## src/include/tsp_defines.svh

```systemverilog
// Constants of the serial print controller: clock, rates, codes, map.
// What this block does
// - Seven data bits plus even parity bit.
// - Slowest rate frame is eleven units.
// - Faster rates frame is ten units.
// - Stop bits selectable one or two.
// - Rates 10, 15, 30, optional 120 cps.
// - Full duplex; optional half-duplex line control.
// - Transmitter sends all 128 seven-bit codes.
// - Uses TxD, RxD, RTS, CTS, DTR circuits.
// - Only the 94 graphic codes print.
// - Line length 75, 80 or 118.
// - Line feed one or two line steps.
// - Column counter drives next-column display.
// - Warning alarm eight positions before end.
// - Alarm after last position used.
// - Alarms only for locally generated characters.
`ifndef TSP_DEFINES_SVH
`define TSP_DEFINES_SVH
`define TSP_CLK_HZ      10000000
`define TSP_CPS_10      10
`define TSP_CPS_15      15
`define TSP_CPS_30      30
`define TSP_CPS_120     120
`define TSP_FRM_2STOP   4'hB
`define TSP_FRM_1STOP   4'hA
`define TSP_CYC_W       17
`define TSP_RX_STOP_IDX 4'h9
`define TSP_AW          8
`define TSP_A_CTRL      8'h00
`define TSP_A_TXDATA    8'h04
`define TSP_A_STATUS    8'h08
`define TSP_A_RXDATA    8'h0C
`define TSP_A_COLUMN    8'h10
`define TSP_A_ISTAT     8'h14
`define TSP_A_IMASK     8'h18
`define TSP_CTRL_W      9
`define TSP_CTRL_RST    9'h100
`define TSP_IRQ_W       5
`define TSP_I_TXDONE    0
`define TSP_I_RXDONE    1
`define TSP_I_RXERR     2
`define TSP_I_WARN      3
`define TSP_I_EOL       4
`define TSP_RESP_OKAY   2'h0
`define TSP_RESP_SLVERR 2'h2
`define TSP_LEN_75      7'h4B
`define TSP_LEN_80      7'h50
`define TSP_LEN_118     7'h76
`define TSP_WARN_GAP    7'h08
`define TSP_COL_FIRST   7'h01
`define TSP_CH_BS       7'h08
`define TSP_CH_LF       7'h0A
`define TSP_CH_CR       7'h0D
`define TSP_CH_SP       7'h20
`define TSP_CH_TILDE    7'h7E
`define TSP_LF_SINGLE   2'h1
`define TSP_LF_DOUBLE   2'h2
`endif

```

## src/include/tsp_pkg.sv

```systemverilog
// Types shared by the serial print controller modules.
package tsp_pkg;
	typedef enum logic [1:0] {
		TSP_RATE_10  = 2'h0,
		TSP_RATE_15  = 2'h1,
		TSP_RATE_30  = 2'h2,
		TSP_RATE_120 = 2'h3
	} tsp_rate_t;
	typedef enum logic [1:0] {
		TSP_BUS_IDLE = 2'h1,
		TSP_BUS_RESP = 2'h2
	} tsp_bus_st_t;
	typedef struct packed {
		logic       dtr_en;
		logic       half_dup;
		logic [1:0] len_sel;
		logic       dbl_space;
		logic       two_stop;
		logic       stop_ovr;
		tsp_rate_t  rate;
	} tsp_ctrl_t;
	typedef struct packed {
		logic       perr;
		logic       ferr;
		logic [6:0] code;
	} tsp_rxchar_t;
endpackage : tsp_pkg

```

## src/rtl/tsp_tx.sv

```systemverilog
// Asynchronous character transmitter.
`timescale 1ns/100ps
`include "tsp_defines.svh"
module tsp_tx
	import tsp_pkg::*;
#(
	parameter int CW = `TSP_CYC_W
)
(
	input  wire logic          clk_in,
	input  wire logic          rst_in,
	input  wire logic          start_in,
	input  wire logic [6:0]    code_in,
	input  wire logic [CW-1:0] bit_cyc_in,
	input  wire logic          two_stop_in,
	output logic               txd_out,
	output logic               busy_out,
	output logic               done_out
);
	logic [9:0]    sh_q;
	logic [3:0]    left_q;
	logic [CW-1:0] cnt_q;
	// Frame shifter: start bit, data LSB first, parity, stop bits
	always_ff @(posedge clk_in)
	begin
		if (rst_in)
		begin
			sh_q     <= 10'h3FF;
			left_q   <= 4'h0;
			cnt_q    <= '0;
			txd_out  <= 1'b1;
			busy_out <= 1'b0;
			done_out <= 1'b0;
		end
		else
		begin
			done_out <= 1'b0;
			if (!busy_out && start_in)
			begin
				txd_out  <= 1'b0;
				sh_q     <= {2'h3, ^code_in, code_in};
				left_q   <= (two_stop_in ? `TSP_FRM_2STOP : `TSP_FRM_1STOP) - 4'h1;
				cnt_q    <= bit_cyc_in - 1'b1;
				busy_out <= 1'b1;
			end
			else if (busy_out && cnt_q != '0)
				cnt_q <= cnt_q - 1'b1;
			else if (busy_out && left_q == 4'h0)
			begin
				busy_out <= 1'b0;
				done_out <= 1'b1;
				txd_out  <= 1'b1;
			end
			else if (busy_out)
			begin
				txd_out <= sh_q[0];
				sh_q    <= {1'b1, sh_q[9:1]};
				left_q  <= left_q - 4'h1;
				cnt_q   <= bit_cyc_in - 1'b1;
			end
		end
	end
endmodule : tsp_tx

```

## src/rtl/tsp_rx.sv

```systemverilog
// Asynchronous character receiver, mid-bit sampling.
`timescale 1ns/100ps
`include "tsp_defines.svh"
module tsp_rx
	import tsp_pkg::*;
#(
	parameter int CW = `TSP_CYC_W
)
(
	input  wire logic          clk_in,
	input  wire logic          rst_in,
	input  wire logic          rxd_in,
	input  wire logic [CW-1:0] bit_cyc_in,
	output tsp_rxchar_t        char_out,
	output logic               done_out
);
	logic          act_q;
	logic          prev_q;
	logic [3:0]    idx_q;
	logic [7:0]    sh_q;
	logic [CW-1:0] cnt_q;
	// Start edge search, then one sample per bit
	always_ff @(posedge clk_in)
	begin
		if (rst_in)
		begin
			act_q    <= 1'b0;
			prev_q   <= 1'b1;
			idx_q    <= 4'h0;
			sh_q     <= 8'h00;
			cnt_q    <= '0;
			char_out <= '0;
			done_out <= 1'b0;
		end
		else
		begin
			done_out <= 1'b0;
			prev_q   <= rxd_in;
			if (!act_q)
			begin
				if (prev_q && !rxd_in)
				begin
					act_q <= 1'b1;
					idx_q <= 4'h0;
					cnt_q <= bit_cyc_in >> 1;
				end
			end
			else if (cnt_q != '0)
				cnt_q <= cnt_q - 1'b1;
			else
			begin
				cnt_q <= bit_cyc_in - 1'b1;
				idx_q <= idx_q + 4'h1;
				if (idx_q == 4'h0 && rxd_in)
					act_q <= 1'b0; // Glitch, not a start bit
				else if (idx_q == `TSP_RX_STOP_IDX)
				begin
					act_q         <= 1'b0;
					done_out      <= 1'b1;
					char_out.code <= sh_q[6:0];
					char_out.perr <= ^sh_q;
					char_out.ferr <= !rxd_in;
				end
				else if (idx_q != 4'h0)
					sh_q <= {rxd_in, sh_q[7:1]};
			end
		end
	end
endmodule : tsp_rx

```

## src/rtl/tsp_top.sv

```systemverilog
// Serial print controller top: AXI4-Lite registers, modem pins, column logic.
`timescale 1ns/100ps
`include "tsp_defines.svh"
module tsp_top
	import tsp_pkg::*;
#(
	parameter logic [`TSP_CYC_W-1:0] BIT_CYC_10  =
		`TSP_CYC_W'(`TSP_CLK_HZ / (`TSP_CPS_10 * 11)),
	parameter logic [`TSP_CYC_W-1:0] BIT_CYC_15  =
		`TSP_CYC_W'(`TSP_CLK_HZ / (`TSP_CPS_15 * 10)),
	parameter logic [`TSP_CYC_W-1:0] BIT_CYC_30  =
		`TSP_CYC_W'(`TSP_CLK_HZ / (`TSP_CPS_30 * 10)),
	parameter logic [`TSP_CYC_W-1:0] BIT_CYC_120 =
		`TSP_CYC_W'(`TSP_CLK_HZ / (`TSP_CPS_120 * 10)),
	parameter bit                    RATE_120_EN = 1'b1
)
(
	input  wire logic              CORE_CLK_IN,
	input  wire logic              RST_IN,
	input  wire logic [`TSP_AW-1:0] AXI_AWADDR_IN,
	input  wire logic              AXI_AWVALID_IN,
	output logic                   AXI_AWREADY_OUT,
	input  wire logic [31:0]       AXI_WDATA_IN,
	input  wire logic [3:0]        AXI_WSTRB_IN,
	input  wire logic              AXI_WVALID_IN,
	output logic                   AXI_WREADY_OUT,
	output logic [1:0]             AXI_BRESP_OUT,
	output logic                   AXI_BVALID_OUT,
	input  wire logic              AXI_BREADY_IN,
	input  wire logic [`TSP_AW-1:0] AXI_ARADDR_IN,
	input  wire logic              AXI_ARVALID_IN,
	output logic                   AXI_ARREADY_OUT,
	output logic [31:0]            AXI_RDATA_OUT,
	output logic [1:0]             AXI_RRESP_OUT,
	output logic                   AXI_RVALID_OUT,
	input  wire logic              AXI_RREADY_IN,
	output logic                   TXD_OUT,
	input  wire logic              RXD_IN,
	output logic                   RTS_OUT,
	input  wire logic              CTS_IN,
	output logic                   DTR_OUT,
	output logic [6:0]             COL_DISP_OUT,
	output logic                   PRINT_STB_OUT,
	output logic [6:0]             PRINT_CODE_OUT,
	output logic                   PRINT_GLYPH_OUT,
	output logic                   LF_STB_OUT,
	output logic [1:0]             LF_STEPS_OUT,
	output logic                   WARN_ALARM_OUT,
	output logic                   EOL_ALARM_OUT,
	output logic                   IRQ_OUT
);
	////////////////////////////////////////////////////////////////////////
	// Declarations
	logic [1:0]              sync1_q;
	logic [1:0]              sync2_q;
	logic                    rxd_s;
	logic                    cts_s;
	tsp_bus_st_t             wst_q;
	tsp_bus_st_t             rst_q;
	logic                    got_aw_q;
	logic                    got_w_q;
	logic [`TSP_AW-1:0]      awaddr_q;
	logic [31:0]             wdata_q;
	logic [3:0]              wstrb_q;
	logic [31:0]             wbe;
	logic [31:0]             wv;
	logic                    wr_fire;
	logic                    rd_fire;
	logic                    wr_hit;
	logic                    rd_hit;
	logic [31:0]             rd_val;
	tsp_ctrl_t               ctrl_q;
	logic [`TSP_IRQ_W-1:0]   istat_q;
	logic [`TSP_IRQ_W-1:0]   imask_q;
	logic [`TSP_IRQ_W-1:0]   iset;
	logic [`TSP_IRQ_W-1:0]   iclr;
	logic                    tx_pend_q;
	logic [6:0]              tx_code_q;
	logic                    tx_start;
	logic                    tx_busy;
	logic                    tx_done;
	logic                    tx_line;
	logic                    loc_pend_q;
	logic [6:0]              loc_code_q;
	tsp_rxchar_t             rx_char;
	tsp_rxchar_t             rx_hold_q;
	logic                    rx_done;
	logic                    rx_valid_q;
	logic [`TSP_CYC_W-1:0]   bit_cyc;
	logic                    two_stop;
	logic [6:0]              line_len;
	logic [6:0]              col_q;
	logic                    prt_ev;
	logic                    prt_loc;
	logic [6:0]              prt_code;
	logic                    prt_graphic;
	logic                    warn_ev;
	logic                    eol_ev;

	////////////////////////////////////////////////////////////////////////
	// Pin synchronisers for received data and clear to send
	always_ff @(posedge CORE_CLK_IN)
	begin
		if (RST_IN)
		begin
			sync1_q <= 2'h3;
			sync2_q <= 2'h3;
		end
		else
		begin
			sync1_q <= {CTS_IN, RXD_IN};
			sync2_q <= sync1_q;
		end
	end
	assign rxd_s = sync2_q[0];
	assign cts_s = sync2_q[1];

	////////////////////////////////////////////////////////////////////////
	// Character rate and stop bit selection
	always_comb
	begin
		case (ctrl_q.rate)
			TSP_RATE_10:  bit_cyc = BIT_CYC_10;
			TSP_RATE_15:  bit_cyc = BIT_CYC_15;
			TSP_RATE_30:  bit_cyc = BIT_CYC_30;
			TSP_RATE_120: bit_cyc = RATE_120_EN ? BIT_CYC_120 : BIT_CYC_30;
			default:      bit_cyc = BIT_CYC_10;
		endcase
	end
	// Default two stops only at slowest rate; override picks either
	assign two_stop = ctrl_q.stop_ovr ? ctrl_q.two_stop :
		(ctrl_q.rate == TSP_RATE_10);

	// Configured print line length
	always_comb
	begin
		case (ctrl_q.len_sel)
			2'h1:    line_len = `TSP_LEN_80;
			2'h2:    line_len = `TSP_LEN_118;
			default: line_len = `TSP_LEN_75;
		endcase
	end

	////////////////////////////////////////////////////////////////////////
	// Write channel: address and data taken in either order
	genvar gi;
	generate
		for (gi = 0; gi < 4; gi++)
		begin : g_be
			assign wbe[8*gi +: 8] = {8{wstrb_q[gi]}};
		end
	endgenerate
	assign wv      = wdata_q & wbe;
	assign wr_fire = (wst_q == TSP_BUS_IDLE) && got_aw_q && got_w_q;
	assign wr_hit  = (awaddr_q == `TSP_A_CTRL) || (awaddr_q == `TSP_A_TXDATA) ||
		(awaddr_q == `TSP_A_ISTAT) || (awaddr_q == `TSP_A_IMASK);

	always_ff @(posedge CORE_CLK_IN)
	begin
		if (RST_IN)
		begin
			wst_q           <= TSP_BUS_IDLE;
			got_aw_q        <= 1'b0;
			got_w_q         <= 1'b0;
			awaddr_q        <= '0;
			wdata_q         <= 32'h0000_0000;
			wstrb_q         <= 4'h0;
			AXI_AWREADY_OUT <= 1'b1;
			AXI_WREADY_OUT  <= 1'b1;
			AXI_BVALID_OUT  <= 1'b0;
			AXI_BRESP_OUT   <= `TSP_RESP_OKAY;
		end
		else
		begin
			if (AXI_AWVALID_IN && AXI_AWREADY_OUT)
			begin
				got_aw_q        <= 1'b1;
				awaddr_q        <= AXI_AWADDR_IN;
				AXI_AWREADY_OUT <= 1'b0;
			end
			if (AXI_WVALID_IN && AXI_WREADY_OUT)
			begin
				got_w_q        <= 1'b1;
				wdata_q        <= AXI_WDATA_IN;
				wstrb_q        <= AXI_WSTRB_IN;
				AXI_WREADY_OUT <= 1'b0;
			end
			case (wst_q)
				TSP_BUS_IDLE:
					if (wr_fire)
					begin
						wst_q          <= TSP_BUS_RESP;
						AXI_BVALID_OUT <= 1'b1;
						AXI_BRESP_OUT  <= wr_hit ? `TSP_RESP_OKAY : `TSP_RESP_SLVERR;
					end
				TSP_BUS_RESP:
					if (AXI_BREADY_IN)
					begin
						wst_q           <= TSP_BUS_IDLE;
						AXI_BVALID_OUT  <= 1'b0;
						got_aw_q        <= 1'b0;
						got_w_q         <= 1'b0;
						AXI_AWREADY_OUT <= 1'b1;
						AXI_WREADY_OUT  <= 1'b1;
					end
				default: wst_q <= TSP_BUS_IDLE;
			endcase
		end
	end

	////////////////////////////////////////////////////////////////////////
	// Read channel with data mux
	assign rd_fire = AXI_ARVALID_IN && AXI_ARREADY_OUT;
	always_comb
	begin
		rd_hit = 1'b1;
		case (AXI_ARADDR_IN)
			`TSP_A_CTRL:   rd_val = {23'h0, ctrl_q};
			`TSP_A_TXDATA: rd_val = {25'h0, tx_code_q};
			`TSP_A_STATUS: rd_val = {26'h0, rx_hold_q.ferr, rx_hold_q.perr,
				rx_valid_q, cts_s, tx_pend_q, tx_busy};
			`TSP_A_RXDATA: rd_val = {23'h0, rx_valid_q, 1'b0, rx_hold_q.code};
			`TSP_A_COLUMN: rd_val = {25'h0, col_q};
			`TSP_A_ISTAT:  rd_val = {27'h0, istat_q};
			`TSP_A_IMASK:  rd_val = {27'h0, imask_q};
			default:
			begin
				rd_val = 32'h0000_0000;
				rd_hit = 1'b0;
			end
		endcase
	end

	always_ff @(posedge CORE_CLK_IN)
	begin
		if (RST_IN)
		begin
			rst_q           <= TSP_BUS_IDLE;
			AXI_ARREADY_OUT <= 1'b1;
			AXI_RVALID_OUT  <= 1'b0;
			AXI_RDATA_OUT   <= 32'h0000_0000;
			AXI_RRESP_OUT   <= `TSP_RESP_OKAY;
		end
		else
		begin
			case (rst_q)
				TSP_BUS_IDLE:
					if (rd_fire)
					begin
						rst_q           <= TSP_BUS_RESP;
						AXI_ARREADY_OUT <= 1'b0;
						AXI_RVALID_OUT  <= 1'b1;
						AXI_RDATA_OUT   <= rd_val;
						AXI_RRESP_OUT   <= rd_hit ? `TSP_RESP_OKAY : `TSP_RESP_SLVERR;
					end
				TSP_BUS_RESP:
					if (AXI_RREADY_IN)
					begin
						rst_q           <= TSP_BUS_IDLE;
						AXI_ARREADY_OUT <= 1'b1;
						AXI_RVALID_OUT  <= 1'b0;
					end
				default: rst_q <= TSP_BUS_IDLE;
			endcase
		end
	end

	////////////////////////////////////////////////////////////////////////
	// Control, mask and interrupt status registers
	assign iclr = (wr_fire && awaddr_q == `TSP_A_ISTAT) ? wv[`TSP_IRQ_W-1:0] : '0;
	always_ff @(posedge CORE_CLK_IN)
	begin
		if (RST_IN)
		begin
			ctrl_q  <= `TSP_CTRL_RST;
			imask_q <= '0;
			istat_q <= '0;
			IRQ_OUT <= 1'b0;
		end
		else
		begin
			if (wr_fire && awaddr_q == `TSP_A_CTRL)
				ctrl_q <= (ctrl_q & ~wbe[`TSP_CTRL_W-1:0]) | wv[`TSP_CTRL_W-1:0];
			if (wr_fire && awaddr_q == `TSP_A_IMASK)
				imask_q <= (imask_q & ~wbe[`TSP_IRQ_W-1:0]) | wv[`TSP_IRQ_W-1:0];
			istat_q <= (istat_q & ~iclr) | iset; // Set wins over clear
			IRQ_OUT <= |(((istat_q & ~iclr) | iset) & imask_q);
		end
	end
	assign iset[`TSP_I_TXDONE] = tx_done;
	assign iset[`TSP_I_RXDONE] = rx_done;
	assign iset[`TSP_I_RXERR]  = rx_done && (rx_char.perr || rx_char.ferr);
	assign iset[`TSP_I_WARN]   = warn_ev;
	assign iset[`TSP_I_EOL]    = eol_ev;

	////////////////////////////////////////////////////////////////////////
	// Transmit request: held until idle and, in half duplex, clear to send
	assign tx_start = tx_pend_q && !tx_busy && (!ctrl_q.half_dup || cts_s);
	always_ff @(posedge CORE_CLK_IN)
	begin
		if (RST_IN)
		begin
			tx_pend_q  <= 1'b0;
			tx_code_q  <= 7'h00;
			loc_pend_q <= 1'b0;
			loc_code_q <= 7'h00;
			RTS_OUT    <= 1'b0;
			DTR_OUT    <= 1'b0;
		end
		else
		begin
			if (wr_fire && awaddr_q == `TSP_A_TXDATA && wstrb_q[0] && !tx_pend_q)
			begin
				tx_pend_q  <= 1'b1;
				tx_code_q  <= wv[6:0];
				loc_pend_q <= 1'b1;
				loc_code_q <= wv[6:0];
			end
			else
			begin
				if (tx_start)
					tx_pend_q <= 1'b0;
				if (loc_pend_q && !rx_done)
					loc_pend_q <= 1'b0;
			end
			// Full duplex drives RTS from dtr_en; half duplex raises it per character
			RTS_OUT <= ctrl_q.half_dup ? (tx_pend_q || tx_busy) : ctrl_q.dtr_en;
			DTR_OUT <= ctrl_q.dtr_en;
		end
	end

	tsp_tx #(
		.CW          (`TSP_CYC_W)
	) u_tx (
		.clk_in      (CORE_CLK_IN),
		.rst_in      (RST_IN),
		.start_in    (tx_start),
		.code_in     (tx_code_q),
		.bit_cyc_in  (bit_cyc),
		.two_stop_in (two_stop),
		.txd_out     (tx_line),
		.busy_out    (tx_busy),
		.done_out    (tx_done)
	);
	assign TXD_OUT = tx_line;

	tsp_rx #(
		.CW         (`TSP_CYC_W)
	) u_rx (
		.clk_in     (CORE_CLK_IN),
		.rst_in     (RST_IN),
		.rxd_in     (rxd_s),
		.bit_cyc_in (bit_cyc),
		.char_out   (rx_char),
		.done_out   (rx_done)
	);

	// Received character holding register, emptied by reading it
	always_ff @(posedge CORE_CLK_IN)
	begin
		if (RST_IN)
		begin
			rx_hold_q  <= '0;
			rx_valid_q <= 1'b0;
		end
		else if (rx_done)
		begin
			rx_hold_q  <= rx_char;
			rx_valid_q <= 1'b1;
		end
		else if (rd_fire && AXI_ARADDR_IN == `TSP_A_RXDATA)
			rx_valid_q <= 1'b0;
	end

	////////////////////////////////////////////////////////////////////////
	// Print event: received character first, local one the next free cycle
	assign prt_ev      = rx_done || loc_pend_q;
	assign prt_loc     = !rx_done;
	assign prt_code    = rx_done ? rx_char.code : loc_code_q;
	assign prt_graphic = (prt_code > `TSP_CH_SP) && (prt_code <= `TSP_CH_TILDE);
	assign warn_ev     = prt_ev && prt_loc && (prt_code >= `TSP_CH_SP) &&
		(prt_code <= `TSP_CH_TILDE) && (col_q + 7'h01 == line_len - `TSP_WARN_GAP);
	assign eol_ev      = prt_ev && prt_loc && (prt_code >= `TSP_CH_SP) &&
		(prt_code <= `TSP_CH_TILDE) && (col_q == line_len);

	// Column counter, printer strobes and alarms
	always_ff @(posedge CORE_CLK_IN)
	begin
		if (RST_IN)
		begin
			col_q           <= `TSP_COL_FIRST;
			COL_DISP_OUT    <= `TSP_COL_FIRST;
			PRINT_STB_OUT   <= 1'b0;
			PRINT_CODE_OUT  <= 7'h00;
			PRINT_GLYPH_OUT <= 1'b0;
			LF_STB_OUT      <= 1'b0;
			LF_STEPS_OUT    <= `TSP_LF_SINGLE;
			WARN_ALARM_OUT  <= 1'b0;
			EOL_ALARM_OUT   <= 1'b0;
		end
		else
		begin
			PRINT_STB_OUT  <= prt_ev;
			PRINT_CODE_OUT <= prt_ev ? prt_code : PRINT_CODE_OUT;
			// No glyph past the last position or for control codes
			PRINT_GLYPH_OUT <= prt_ev && prt_graphic && (col_q <= line_len);
			LF_STB_OUT      <= prt_ev && (prt_code == `TSP_CH_LF);
			LF_STEPS_OUT    <= ctrl_q.dbl_space ? `TSP_LF_DOUBLE : `TSP_LF_SINGLE;
			WARN_ALARM_OUT  <= warn_ev;
			EOL_ALARM_OUT   <= eol_ev;
			COL_DISP_OUT    <= col_q;
			if (prt_ev)
			begin
				if (prt_code == `TSP_CH_CR)
					col_q <= `TSP_COL_FIRST;
				else if (prt_code == `TSP_CH_BS && col_q > `TSP_COL_FIRST)
					col_q <= col_q - 7'h01;
				else if (prt_code >= `TSP_CH_SP && prt_code <= `TSP_CH_TILDE &&
					col_q <= line_len)
					col_q <= col_q + 7'h01;
			end
		end
	end
endmodule : tsp_top

```

## config.mk

```make
export PLATFORM = sky130hd
export DESIGN_NAME = tsp_top
export DESIGN_NICKNAME = d
export VERILOG_FILES = /design/src/include/tsp_pkg.sv /design/src/rtl/tsp_tx.sv /design/src/rtl/tsp_rx.sv /design/src/rtl/tsp_top.sv
export VERILOG_INCLUDE_DIRS = /design/src /design/src/include
export SDC_FILE = /design/constraint.sdc
export NUM_CORES = 1
export LEC_CHECK = 0
export CAP_MARGIN = 20
export CORE_MARGIN = 2
export CORE_UTILIZATION = 23
export DETAILED_ROUTE_END_ITERATION = 6
export DONT_BUFFER_PORTS = 1
export SLEW_MARGIN = 20
export SYNTH_ARGS = -nofsm -noshare
export SYNTH_HDL_FRONTEND = slang
export SYNTH_SLANG_ARGS = --single-unit
```

## constraint.sdc

```tcl
create_clock -name CORE_CLK_IN -period 3 [get_ports CORE_CLK_IN]
set_clock_uncertainty 0.1 [all_clocks]
set_input_delay 0.6 -clock CORE_CLK_IN [delete_from_list [all_inputs] [get_ports CORE_CLK_IN]]
set_output_delay 0.6 -clock CORE_CLK_IN [all_outputs]
set_load 0.05 [all_outputs]
```

==> run summary <==
Leak - 3.986 nW
root buffer cell - clkbuf_16
first-pass GRT wire length - 41.13 mm
kind of critical path - reg -> reg
Slew @ Worst Pin - 0.9069 ns
Setup WS pre-CTS - 0.09003 ns
status - completed
number of remaining DRC errors - 0
crit share post-route - 93.90%
ANT cells - 0
FP Rows - 74
CTS H-tree depth - 4
largest net degree at the start of global routing - 160
latest clock arrival within the worst-skew pair - 0.45 ns
initial cell density of the core - 23.22%
CP Cell Sequence - or4bb_1 > a222oi_1 > buf_4 > nand2_2 > a21boi_4 > or4_1 > a31oi_1
Cell Area, Synth - 9458 um^2
Startpoint Class - flip-flop
VDD IR max - 373.4 uV
power per standard cell area - 508.0 nW/um^2
relative slew slack - 39.14%
Clk pin slew, worst setup/hold paths - 0.08 ns
aggregate global-route resource usage - 12.19%
Tmin final - 2.817 ns
yosys warns - 0
Post-Synth XOR/XNOR Area - 3.149%
clock sinks - 187
Register Area - 3744 um^2
Worst path max stage delay - 0.59 ns
Via Count - 8235
critical path capture point type - flip-flop
Fin. Hold Viols - 0
Die X - 206.8 um
Synth-to-Final Area Change - 12.78%
predominant post-synthesis flop cell - dfxtp_1
TritonCTS buffer count - 17
DR iter-0 viols - 700
initial antenna violation count - 0
Final TNS setup - 0 ns
fmax - 0.3550 GHz
nets@finish - 1247
Core Area - 40740 um^2
number of synthesized flops with an enable pin - 0
area taken by multi-input logic gates - 5209 um^2
sequential share of the synthesized area - 39.58%
Clock Path Buffers - 2
max_cap viols - 0
final setup margin - 0.1829 ns
vias in the first global route - 7727
Worst Path Arrival - 3.09 ns
routed wire length - 25.51 mm
commonest non-fill, non-tap cell in the layout - dfxtp_1
total gr overflow - 0
die height - 206.8 um
TritonRoute pass-1 iters - 5
RSZ-0062 raised after global routing - no
PortBufs - 0
routability cong. - 0.8733
Synth cell types - 76
CP top delay family - simple AND/OR/NAND/NOR gates
routed length per instance - 14.94 um
Required @ worst endpoint - 3.28 ns
synthesis-stage register bit count - 187
Die Area - 42760 um^2
Mapped Cells - 1171
design area - 10670 um^2
dpl cell area - 10070 um^2
Post-Synth Simple-Gate Area - 24.10%
ANT nets after route - 0
CTS tree - done
Worst Hold Class - in -> reg
syn avg cell area - 8.077 um^2
slowest stage cell, crit path - dfxtp_1
crit-path max FO - 15
Buf/Inv on CP - 1
Synth Area in Compound Gates - 17.97%
main combinational cell family by area after synthesis - simple AND/OR/NAND/NOR gates
post-synthesis adder-cell area fraction - 3.175%
Slew Limit Fails - 0
Synth async-reset ratio - 0%
most frequent cells in the layout - dfxtp_1 (187), nand2_1 (144), nor2_1 (116)
Hold Slack - 0.1172 ns
post-DP HPWL - 18.23 mm
Boundary Pins - 127
final core occ - 26.18%
Layout fillers - 4362
share of layout cells above drive strength 1 - 8.596%
# setup viols final - 0
DR vias/cell - 4.824
multiplexer share of the synthesized area - 5.675%
registers in the layout (all words and copies together) (netlist names), 4 cells and up, named ones only:
register        flops
u_rx.idx_q          4
u_rx.char_out       9
AXI_RDATA_OUT       9
u_tx.cnt_q         17
istat_q             5
awaddr_q            8
rx_hold_q           9
col_q               7
COL_DISP_OUT        7
PRINT_CODE_OUT      7
u_rx.sh_q           8
wdata_q             9
u_tx.sh_q           8
u_tx.left_q         4
u_rx.cnt_q         17
loc_code_q          7
area by class of cell:
| type | instances | area share, % |
|---|---|---|
| Inverter | 32 | 1.126 |
| Clock inverter | 14 | 1.443 |
| Sequential cell | 187 | 35.10 |
| Clock buffer | 18 | 4.023 |
| Tap cell | 532 | 6.240 |
| Multi-Input combinational cell | 878 | 48.83 |
| Timing Repair Buffer | 46 | 3.238 |
report_power, final:
group	switching, mW	internal (mW)	total [mW]	leakage (nW)
combinational	0.318	0.181	0.499	2.19
sequential	0.0961	2.54	2.63	1.52
clock	1.10	1.18	2.29	0.281
cell families (layout without fill, tap and decap cells):
group                      after synthesis  in the layout
muxes                                   52             52
DFF                                    187            187
adders and majority gates               24             24
buffers and inverters                  130            110
and+or+nand+nor                        468            468
AOI/OAI and AO/OA                      275            275
other                                    1             25
xor gates and xnor gates                34             34
worst reg2reg max path, stage by stage, from the launching register on:
cell and delay (ns):
dfxtp_1 0.59, or4bb_1 0.58, a222oi_1 0.27, buf_4 0.18, nand2_2 0.12, a21boi_4 0.20
or4_1 0.54, a31oi_1 0.17
stage by stage:
step,cells,power (mW)
after floorplan,1195,3.121
after global placement,1674,3.174
after detailed placement,1674,3.184
after CTS,1706,5.454
after global routing,1707,5.616
final,1707,5.418
routing by layer:
| metal | global-route usage [%] | share of wire [%] | vias up |
|---|---|---|---|
| met2 | 20.63 | 48 | 191 |
| met3 | 2.527 | 4.3 | 31 |
| met1 | 15.53 | 46 | 3950 |
| li1 | - | - | 4063 |
| met4 | 3.825 | 1.5 | 0 |
| met5 | 0 | 0 | - |
path summary, 6_finish.rpt:
| path | cells after the start | endpoint | slack (ns) | startpoint |
|---|---|---|---|---|
| worst max-delay path | 7 | col_q[2] | 0.18 | u_rx.done_out |
| worst min-delay path | 1 | col_q[4] | 0.12 | RST_IN |
| worst max register to register | 7 | col_q[2] | 0.18 | u_rx.done_out |
| worst min register to register | 1 | sync2_q[0] | 0.31 | sync1_q[0] |
synth_stat cells, drive strengths merged (6+ instances only):
library cell / number / area, um^2
xor2: 9 / 78.83
nand4: 7 / 43.79
mux2i: 48 / 480.5
inv: 32 / 120.1
dfxtp: 187 / 3744
ha: 24 / 300.3
and3: 13 / 81.33
a211oi: 14 / 105.1
xnor2: 25 / 219.0
a31oi: 10 / 62.56
nor4: 13 / 81.33
nor3: 34 / 175.2
a22oi: 9 / 67.56
a21oi: 100 / 500.5
buf: 37 / 247.7
o211ai: 6 / 45.04
nand3: 38 / 190.2
or2: 9 / 56.30
nand2b: 7 / 43.79
a21boi: 7 / 63.81
or3: 13 / 86.33
nand2: 145 / 546.8
and2: 18 / 113.9
o21ai: 71 / 355.3
or4: 12 / 90.09
o21a: 9 / 67.56
nand3b: 11 / 82.58
clkbuf: 61 / 229.0
nor2b: 13 / 81.33
nor2: 116 / 435.4
repair_timing:
action                                  4_1_cts  5_1_grt
endpoints found under the hold margin         0        0
gates resized for setup                       0        1
endpoints found under the setup margin        0        5
setup buffers                                 0        1
hold buffers                                  0        0
Note: power is estimated with default switching activity, not from simulation.
